### config.mk
export PLATFORM = sky130hd
export DESIGN_NAME = asmr_regs
export DESIGN_NICKNAME = d
export VERILOG_FILES = /design/src/asmr_pkg.sv /design/src/asmr_sync.sv /design/src/asmr_chan_fmt.sv /design/src/asmr_regs.sv
export SDC_FILE = /design/constraint.sdc
export NUM_CORES = 1
export LEC_CHECK = 0
export BUFFER_PORTS_ARGS = -buffer_cell sky130_fd_sc_hd__buf_2
export CORE_MARGIN = 1
export CORE_UTILIZATION = 45
export CTS_CLUSTER_SIZE = 12
export DETAILED_ROUTE_END_ITERATION = 8
export GPL_TIMING_DRIVEN = 0
export PLACE_DENSITY = 0.67
export SETUP_SLACK_MARGIN = 0.02
export SYNTH_ARGS = -nofsm -noshare
export SYNTH_HDL_FRONTEND = slang
export SYNTH_SLANG_ARGS = --single-unit
export TNS_END_PERCENT = 5
### constraint.sdc
create_clock -name clock -period 1.5 [get_ports clock]
set_input_delay 0.15 -clock clock [delete_from_list [all_inputs] [get_ports clock]]
set_output_delay 0.15 -clock clock [all_outputs]
set_load 0.005 [all_outputs]
### src/asmr_pkg.sv
// Package with offsets, field positions and carriers of the amplifier status monitor bank
package asmr_pkg;

    localparam int ADDR_W = 8;
    localparam int DATA_W = 8;
    localparam int NUM_CH = 2;

    // Register offsets
    localparam logic [7:0] CH0_MODE_MONITOR_ADDR       = 8'h60;
    localparam logic [7:0] CH0_PROTECTION_MONITOR_ADDR = 8'h61;
    localparam logic [7:0] CH0_MODULATION_INDEX_ADDR   = 8'h62;
    localparam logic [7:0] CH1_MODE_MONITOR_ADDR       = 8'h64;
    localparam logic [7:0] CH1_PROTECTION_MONITOR_ADDR = 8'h65;
    localparam logic [7:0] CH1_MODULATION_INDEX_ADDR   = 8'h66;
    localparam logic [7:0] FAULT_STICKY_ADDR           = 8'h6d;
    localparam logic [7:0] OUTPUT_CONFIG_MONITOR_ADDR  = 8'h75;
    localparam logic [7:0] FAULT_LIVE_ADDR             = 8'h7c;

    // Reset values
    localparam logic [7:0] REG_RESET   = 8'h00;
    localparam logic [7:0] UNMAPPED_RD = 8'h00;

    // Mode monitor field positions
    localparam int RATE_LSB    = 4;
    localparam int RATE_W      = 3;
    localparam int PROFILE_LSB = 0;
    localparam int PROFILE_W   = 2;

    // Protection monitor bit positions
    localparam int SILENCED_BIT     = 5;
    localparam int LOGIC_SUPPLY_BIT = 4;
    localparam int STAGE_SUPPLY_BIT = 3;
    localparam int SECOND_FLYCAP_BIT = 2;
    localparam int FIRST_FLYCAP_BIT = 1;
    localparam int OVERCURRENT_BIT  = 0;

    // Output configuration select width
    localparam int OUTCFG_W = 3;

    // Fault bit positions, shared by live and sticky registers
    localparam int FLT_FLYCAP_OV    = 0;
    localparam int FLT_OVERCURRENT  = 1;
    localparam int FLT_PLL          = 2;
    localparam int FLT_UNDERVOLTAGE = 3;
    localparam int FLT_OTEMP_WARN   = 4;
    localparam int FLT_OTEMP_ERR    = 5;
    localparam int FLT_PIN_SHORT    = 6;
    localparam int FLT_DC           = 7;
    localparam int FLT_W            = 8;

    // Per-channel status from the power stage
    typedef struct packed {
        logic [2:0] switch_rate_state;
        logic [1:0] power_profile_state;
        logic       silenced_flag;
        logic       logic_supply_good;
        logic       stage_supply_good;
        logic       second_flycap_good;
        logic       first_flycap_good;
        logic       overcurrent_event;
        logic [7:0] mod_index;
    } asmr_chan_t;

    // Register read request
    typedef struct packed {
        logic       rd_en;
        logic [7:0] addr;
    } asmr_rd_req_t;

endpackage

### src/asmr_sync.sv
// Two-flop synchroniser bank for asynchronous status inputs
module asmr_sync
    import asmr_pkg::*;
#(
    parameter int W = 1
) (
    input  wire logic         clock,  // Core clock
    input  wire logic         arst_n, // Async reset, active low
    input  wire logic [W-1:0] d,      // Asynchronous inputs
    output logic      [W-1:0] q       // Synchronised outputs
);

    logic [W-1:0] meta;

    // First stage feeds only the second stage
    always_ff @(posedge clock or negedge arst_n) begin
        if (!arst_n) begin
            meta <= '0;
            q    <= '0;
        end else begin
            meta <= d;
            q    <= meta;
        end
    end

endmodule

### src/asmr_chan_fmt.sv
// Packs one channel's status into its three monitor bytes
module asmr_chan_fmt
    import asmr_pkg::*;
(
    input  asmr_chan_t       chan,      // Synchronised channel status
    output logic [7:0]       mode_byte, // Mode monitor byte
    output logic [7:0]       prot_byte, // Protection monitor byte
    output logic [7:0]       mod_byte   // Modulation index byte
);

    // Mode byte: rate state high, power profile low, others zero
    always_comb begin
        mode_byte = REG_RESET;
        mode_byte[RATE_LSB +: RATE_W]       = chan.switch_rate_state;
        mode_byte[PROFILE_LSB +: PROFILE_W] = chan.power_profile_state;
    end

    // Protection byte: one flag per bit, upper bits zero
    always_comb begin
        prot_byte = REG_RESET;
        prot_byte[SILENCED_BIT]      = chan.silenced_flag;
        prot_byte[LOGIC_SUPPLY_BIT]  = chan.logic_supply_good;
        prot_byte[STAGE_SUPPLY_BIT]  = chan.stage_supply_good;
        prot_byte[SECOND_FLYCAP_BIT] = chan.second_flycap_good;
        prot_byte[FIRST_FLYCAP_BIT]  = chan.first_flycap_good;
        prot_byte[OVERCURRENT_BIT]   = chan.overcurrent_event;
    end

    // Index is already linear 0..255, passed as is
    assign mod_byte = chan.mod_index;

endmodule

### src/asmr_regs.sv
// Read-only status and monitor register bank of a two-channel class-D amplifier
// Operation
// - Mode monitor bits 6:4 at 0x60/0x64 show current frequency mode.
// - Mode monitor bits 1:0 show the power mode in use.
// - Protection monitor bit 5 shows mute state of the channel.
// - Protection monitor bit 4 shows logic supply within range.
// - Protection monitor bit 3 shows stage supply within range.
// - Protection monitor bit 2 shows second flying capacitor check passes.
// - Protection monitor bit 1 shows first flying capacitor check passes.
// - Protection monitor bit 0 flags an over-current event.
// - Live modulation index at 0x62/0x66, 0..1 mapped to 0..255.
// - Live fault register at 0x7C shows each source's present state.
// - Fault bits: flycap OV, OC, PLL, UV, OT warn, OT err, short, DC.
// - Sticky fault register at 0x6D holds history in same bit positions.
// - Register 0x75 bits 2:0 show output configuration select pins.
module asmr_regs
    import asmr_pkg::*;
(
    input  wire logic                clock,         // 200 MHz core clock
    input  wire logic                arst_n,        // Async reset, active low
    input  asmr_chan_t               ch0_status,    // Channel 0 status, async
    input  asmr_chan_t               ch1_status,    // Channel 1 status, async
    input  wire logic [FLT_W-1:0]    fault_src,     // Live fault sources, async
    input  wire logic [OUTCFG_W-1:0] outcfg_pins,   // Output config select pins
    input  wire logic                fault_clear,   // Clear strobe, core clock pulse
    input  asmr_rd_req_t             rd_req,        // Read request, core clock
    output logic [DATA_W-1:0]        rd_data,       // Read data, registered
    output logic                     rd_valid       // Read data valid pulse
);

    localparam int CH_W = $bits(asmr_chan_t);

    // All asynchronous inputs pass two flops before use
    logic [CH_W-1:0]     ch_sync [NUM_CH];
    asmr_chan_t          ch_view [NUM_CH];
    logic [FLT_W-1:0]    fault_live;
    logic [OUTCFG_W-1:0] outcfg_sync;
    logic [FLT_W-1:0]    fault_sticky;
    logic [FLT_W-1:0]    next_fault_sticky;
    logic [7:0]          mode_b [NUM_CH];
    logic [7:0]          prot_b [NUM_CH];
    logic [7:0]          mod_b  [NUM_CH];
    logic [CH_W-1:0]     ch_raw [NUM_CH];

    assign ch_raw[0] = ch0_status;
    assign ch_raw[1] = ch1_status;

    // One synchroniser and formatter per channel
    for (genvar c = 0; c < NUM_CH; c++) begin : g_ch
        asmr_sync #(
            .W (CH_W)
        ) u_sync (
            .clock  (clock),
            .arst_n (arst_n),
            .d      (ch_raw[c]),
            .q      (ch_sync[c])
        );
        assign ch_view[c] = asmr_chan_t'(ch_sync[c]);
        asmr_chan_fmt u_fmt (
            .chan      (ch_view[c]),
            .mode_byte (mode_b[c]),
            .prot_byte (prot_b[c]),
            .mod_byte  (mod_b[c])
        );
    end

    // Fault sources are levels from protection circuits
    asmr_sync #(
        .W (FLT_W)
    ) u_fault_sync (
        .clock  (clock),
        .arst_n (arst_n),
        .d      (fault_src),
        .q      (fault_live)
    );

    // Configuration pins sampled continuously
    asmr_sync #(
        .W (OUTCFG_W)
    ) u_cfg_sync (
        .clock  (clock),
        .arst_n (arst_n),
        .d      (outcfg_pins),
        .q      (outcfg_sync)
    );

    // Set wins over clear so a fault arriving during the clear is kept
    assign next_fault_sticky = fault_clear ? fault_live
                                           : (fault_sticky | fault_live);

    always_ff @(posedge clock or negedge arst_n) begin
        if (!arst_n) begin
            fault_sticky <= REG_RESET;
        end else begin
            fault_sticky <= next_fault_sticky;
        end
    end

    // Address decode; reads only select, never modify state
    logic       hit_m0;
    logic       hit_p0;
    logic       hit_i0;
    logic       hit_m1;
    logic       hit_p1;
    logic       hit_i1;
    logic       hit_st;
    logic       hit_cf;
    logic       hit_lv;
    logic [7:0] cfg_byte;
    logic [7:0] sel_data;

    assign hit_m0 = (rd_req.addr == CH0_MODE_MONITOR_ADDR);
    assign hit_p0 = (rd_req.addr == CH0_PROTECTION_MONITOR_ADDR);
    assign hit_i0 = (rd_req.addr == CH0_MODULATION_INDEX_ADDR);
    assign hit_m1 = (rd_req.addr == CH1_MODE_MONITOR_ADDR);
    assign hit_p1 = (rd_req.addr == CH1_PROTECTION_MONITOR_ADDR);
    assign hit_i1 = (rd_req.addr == CH1_MODULATION_INDEX_ADDR);
    assign hit_st = (rd_req.addr == FAULT_STICKY_ADDR);
    assign hit_cf = (rd_req.addr == OUTPUT_CONFIG_MONITOR_ADDR);
    assign hit_lv = (rd_req.addr == FAULT_LIVE_ADDR);

    // Upper bits of the config byte read as zero
    assign cfg_byte = {{(DATA_W-OUTCFG_W){1'b0}}, outcfg_sync};

    // Unmapped addresses read as zero
    assign sel_data = hit_m0 ? mode_b[0]    :
                      hit_p0 ? prot_b[0]    :
                      hit_i0 ? mod_b[0]     :
                      hit_m1 ? mode_b[1]    :
                      hit_p1 ? prot_b[1]    :
                      hit_i1 ? mod_b[1]     :
                      hit_st ? fault_sticky :
                      hit_cf ? cfg_byte     :
                      hit_lv ? fault_live   :
                               UNMAPPED_RD;

    // Registered answer one cycle after the request; no clear on read
    always_ff @(posedge clock or negedge arst_n) begin
        if (!arst_n) begin
            rd_data  <= REG_RESET;
            rd_valid <= 1'b0;
        end else begin
            rd_valid <= rd_req.rd_en;
            if (rd_req.rd_en) begin
                rd_data <= sel_data;
            end
        end
    end

endmodule

# After elaboration in Yosys (flattened, before gate mapping)
# Cells that the tools add are included.
# word_totals
ff_bits	115
word_cells	31
# op_classes
n_eq_ne	9
mux	10
n_bitwise	1
# op_table
op	n
$mux W8	10
$eq A8 B7 Y1 const B	9
$or A8 B8 Y8	1

# Logic depth before layout (Yosys ltp)
# logic_depth
ltp_word	10
ltp_mapped	7
depth_no_buf	5

# By module
# From an unflattened synthesis, not the netlist that was laid out.
# unflattened
hier_cells	337
hier_area_um2	4327.9
# by_module_without_submodules
module	instances	cells_each	area_each_um2	seq_area_each_um2
asmr_sync (g_ch[0].u_sync ...)	2	38	950.9	950.9
asmr_regs	1	189	1507.7	425.4
asmr_sync (u_fault_sync)	1	16	400.4	400.4
asmr_chan_fmt	2	25	183.9	0.0
asmr_sync (u_cfg_sync)	1	6	150.1	150.1

# Worst setup path after synthesis
# Ideal clock, no wire load.
# synth_path
path_type	reg-to-reg
startpoint	reg g_ch[1].u_sync.q[12]
endpoint	reg rd_data[4]
arrival_time_ps	1054
slack_ps	318
path_stages_with_launch	6
path_cell_list	dfrtp_1 mux2_1 a21oi_1 o22ai_1 a31oi_1 o31ai_1
# synth_via
elab_chain_cells	5
# synth_lines
element	line_no	rtl
from (decl)	asmr_sync.sv:10	output logic [W-1:0] q
from (signal assigned)	asmr_sync.sv:22	q <= meta;
$mux W8	asmr_regs.sv:130	hit_p1 ? prot_b[1] :
$mux W8	asmr_regs.sv:129	hit_m1 ? mode_b[1] :
$mux W8	asmr_regs.sv:128	hit_i0 ? mod_b[0] :
$mux W8	asmr_regs.sv:127	hit_p0 ? prot_b[0] :
$mux W8	asmr_regs.sv:126	assign sel_data = hit_m0 ? mode_b[0] :
to (signal assigned)	asmr_regs.sv:145	rd_data <= sel_data;
to (decl)	asmr_regs.sv:27	output logic [DATA_W-1:0] rd_data,
# Every way passes these cells.
# A chain may end at the register's enable or synchronous reset.

==> results.py <==
metrics = {
    "synth": {
        "seq_area_frac_synth_pct": 73.7,
        "syn_area_per_cell_sq_um": 14.9,
        "synth_cell_types": 52,
        "synth_area_leaders": "dfrtp_1 74%, a21o_1 1.9%, a21oi_1 1.5%, buf_6 1.4%, a22oi_1 1.3%",
        "syn_nets": 323,
        "synth_edf_count": 0,
        "syn_area_sq_um": 3900,
        "synth_ff_type": "dfrtp_1",
        "yosysTopAreaCell": "dfrtp_1",
        "synth_warnings": 0,
        "ys_seq_elements": 115,
        "synth_cells": 262,
        "yosysTopAreaCellShare_pct": 73.7,
        "synth-async-reset-ratio_pct": 100,
    },
    "detailed_routing": {
        "routed_wl_microns": 8590,
        "route.detailed.wl_per_inst_microns": 16.6,
        "drc": 0,
        "viasPerCell": 5.04,
        "ant_nets": 0,
        "vias": 2613,
        "drt_iter0_drc": 199,
        "first_pass_iters": 5,
    },
    "clock_network": {
        "clk_path_buf_depth": 2,
        "hold_buffers": 51,
        "cts_max_level": 4,
        "numClockSinks": 115,
        "cts_buffers": 17,
        "clk_latency_ns": 0.52,
        "clkTransAtPathRegs_ns": 0.06,
        "postCtsResizedCells": 0,
        "cts_tree": "built",
        "root_buffer": "clkbuf_8",
        "post_cts_buffers": 0,
    },
    "timing": {
        "clock.fmax_ghz": 0.748,
        "finalCriticalPeriod_ns": 1.34,
        "setup_violations": 0,
        "slew_headroom_pct": 60.9,
        "finalHoldViolations": 0,
        "slew_viol_final": 0,
        "setup_ws_ns": 0.163,
        "worst_slew_pin_slew_ns": 0.587,
        "fin_crit_sh_pct": 89.1,
        "rsz0062_at_grt": "no",
        "skew_ns": 0.00653,
    },
    "flow_run": {
        "maxCapViolCount": 0,
    },
    "hold_path": {
        "min_path_type": "primary input to flip-flop",
        "holdPathEnd": "fault_sticky[7]",
        "worstHoldStart": "fault_clear",
        "holdPathStages": 3,
    },
    "finish": {
        "fill_cells": 592,
        "layout_commonest_cell": "dfrtp_1",
        "utilization_pct": 66.0,
        "final_net_count": 461,
        "drive_gt1_share_pct": 30.0,
        "syn_to_final_growth_pct": 40.3,
        "antenna_cells": 0,
        "final_cell_mix": "115 x dfrtp_1, 69 x buf_2, 51 x dlygate4sd3_1",
    },
    "die": {
        "die_w_microns": 95.1,
        "die_h_microns": 95.1,
        "ios": 70,
        "dieArea_sq_um": 9050,
        "row_count": 33,
        "initial_core_util_pct": 47.0,
        "fp.coreArea_sq_um": 8300,
    },
    "worst_setup_path": {
        "worst_path_largest_cell_delay_ns": 0.52,
        "crit_fanout": 10,
        "cp.arrival_ns": 1.77,
        "cp.required_ns": 1.94,
        "path_cells": "dlygate4sd3_1, buf_2, clkbuf_1, buf_2, o211ai_1, o22ai_1",
        "critPathSlowestCell": "dlygate4sd3_1",
        "r2r_slack_ns": 0.19,
        "critPathMostFrequentCell": "buf_2",
        "startpoint": "rd_req[8]",
        "path_class": "primary input to flip-flop",
        "r2r-end": "rd_data[4]",
        "reg2reg_from": "g_ch[1].u_sync.q[12]",
        "endpoint_kind": "flip-flop",
        "r2r_cells": 5,
        "start_kind": "primary input",
    },
    "pwr": {
        "p_per_area_nw_per_um2": 1390,
        "vdd_drop_max_mv": 0.952,
        "leakagePower_nw": 2.50,
    },
    "global_routing": {
        "grt_pass1_vias": 2706,
        "grt_usage_pct": 21.7,
        "grt_max_degree": 71,
        "antenna_found_initial": 0,
        "grt_pass1_wl_microns": 13800,
        "overflow": 0,
    },
    "placed_design": {
        "gp_congestion": 0.854,
        "hpwl_microns": 5050,
        "port_buffers": 67,
        "place_ws_ns": 0.0362,
    },
    "run_status": {
        "outcome": "completed",
    },
}
[cells by family (layout without fill, tap and decap cells)]
family,after synthesis,in the layout,synth area share [%]
flip-flops,115,115,73.7
AO/OA/AOI/OAI,78,78,13.9
AND/OR/NAND/NOR,45,45,7.57
buffers and inverters,17,168,2.98
multiplexers,7,7,1.86
[per-stage QoR]
step                instances  hold WS [ns]  TNS (ns)  area, sq um  power, mW
floorplan                 262        -0.146         0         3900       3.54
global placement          434         0.258   -107.03         4370       3.76
detailed placement        435         0.193         0         4400       3.77
CTS                       518        0.0619         0         5480       7.67
global route              518        0.0654         0         5480       7.91
finish                    518        0.0841         0         5480       7.60
[critical path, delay by kind of cell]
kind	cells	cell delay (ns)
buffers and inverters	4	1.36
AO/OA/AOI/OAI	2	0.27
[final cells by class]
type | instances | area [sq um] | area share [%]
sequential | 115 | 2880 | 52.6
tap | 105 | 131 | 2.40
clock inverter | 13 | 124 | 2.26
timing repair buffer | 119 | 876 | 16.0
buffer | 12 | 97.6 | 1.78
multi-input combinational | 130 | 908 | 16.6
clock buffer | 19 | 442 | 8.07
inverter | 5 | 18.8 | 0.343
[Yosys cell counts (3+ instances only)]
| master | n |
|---|---|
| a21o_1 | 10 |
| a21oi_1 | 12 |
| a22oi_1 | 7 |
| a31oi_1 | 7 |
| a32oi_1 | 3 |
| buf_2 | 3 |
| buf_4 | 3 |
| buf_6 | 5 |
| dfrtp_1 | 115 |
| inv_1 | 3 |
| mux2i_1 | 5 |
| nand2_1 | 6 |
| nand2b_1 | 4 |
| nand3_1 | 7 |
| nor2_1 | 6 |
| nor2b_1 | 5 |
| o21ai_0 | 10 |
| o21ai_1 | 7 |
| o22ai_1 | 3 |
| o2bb2ai_1 | 4 |
[worst max path at each step]
| stage | endpoint | slack, ns |
|---|---|---|
| 2_1_floorplan | rd_data[4] | 0.32 |
| 3_3_place_gp | u_cfg_sync.q[0] | -0.94 |
| 3_5_place_dp | rd_data[0] | 0.04 |
| 4_1_cts | rd_data[7] | 0.21 |
| 5_1_grt | rd_data[4] | 0.09 |
| 6_report | rd_data[7] | 0.16 |
[routing by layer]
metal / up-vias / global-route usage [%] / share of wire [%]
li1: 1219 / - / -
met4: 0 / 10.9 / 1.9
met1: 1280 / 27.8 / 44
met3: 17 / 6.62 / 5.2
met2: 97 / 33.5 / 49
met5: - / 0 / 0
[report_power, final]
part | switching (mW) | internal, mW | total [mW]
clock network | 1.47 | 2.30 | 3.77
registers | 0.0650 | 3.26 | 3.33
logic | 0.247 | 0.253 | 0.501
total | 1.79 | 5.82 | 7.60
[flip-flops by register name (all words and copies together), names as in the netlist]
| register | cells |
|---|---|
| u_cfg_sync.q | 3 |
| g_ch.u_sync.q | 38 |
| fault_sticky | 8 |
| u_cfg_sync.meta | 3 |
| u_fault_sync.meta | 8 |
| u_fault_sync.q | 8 |
| g_ch.u_sync.meta | 38 |
| rd_valid | 1 |
| rd_data | 8 |
Note: power is estimated with default switching activity, not from simulation.
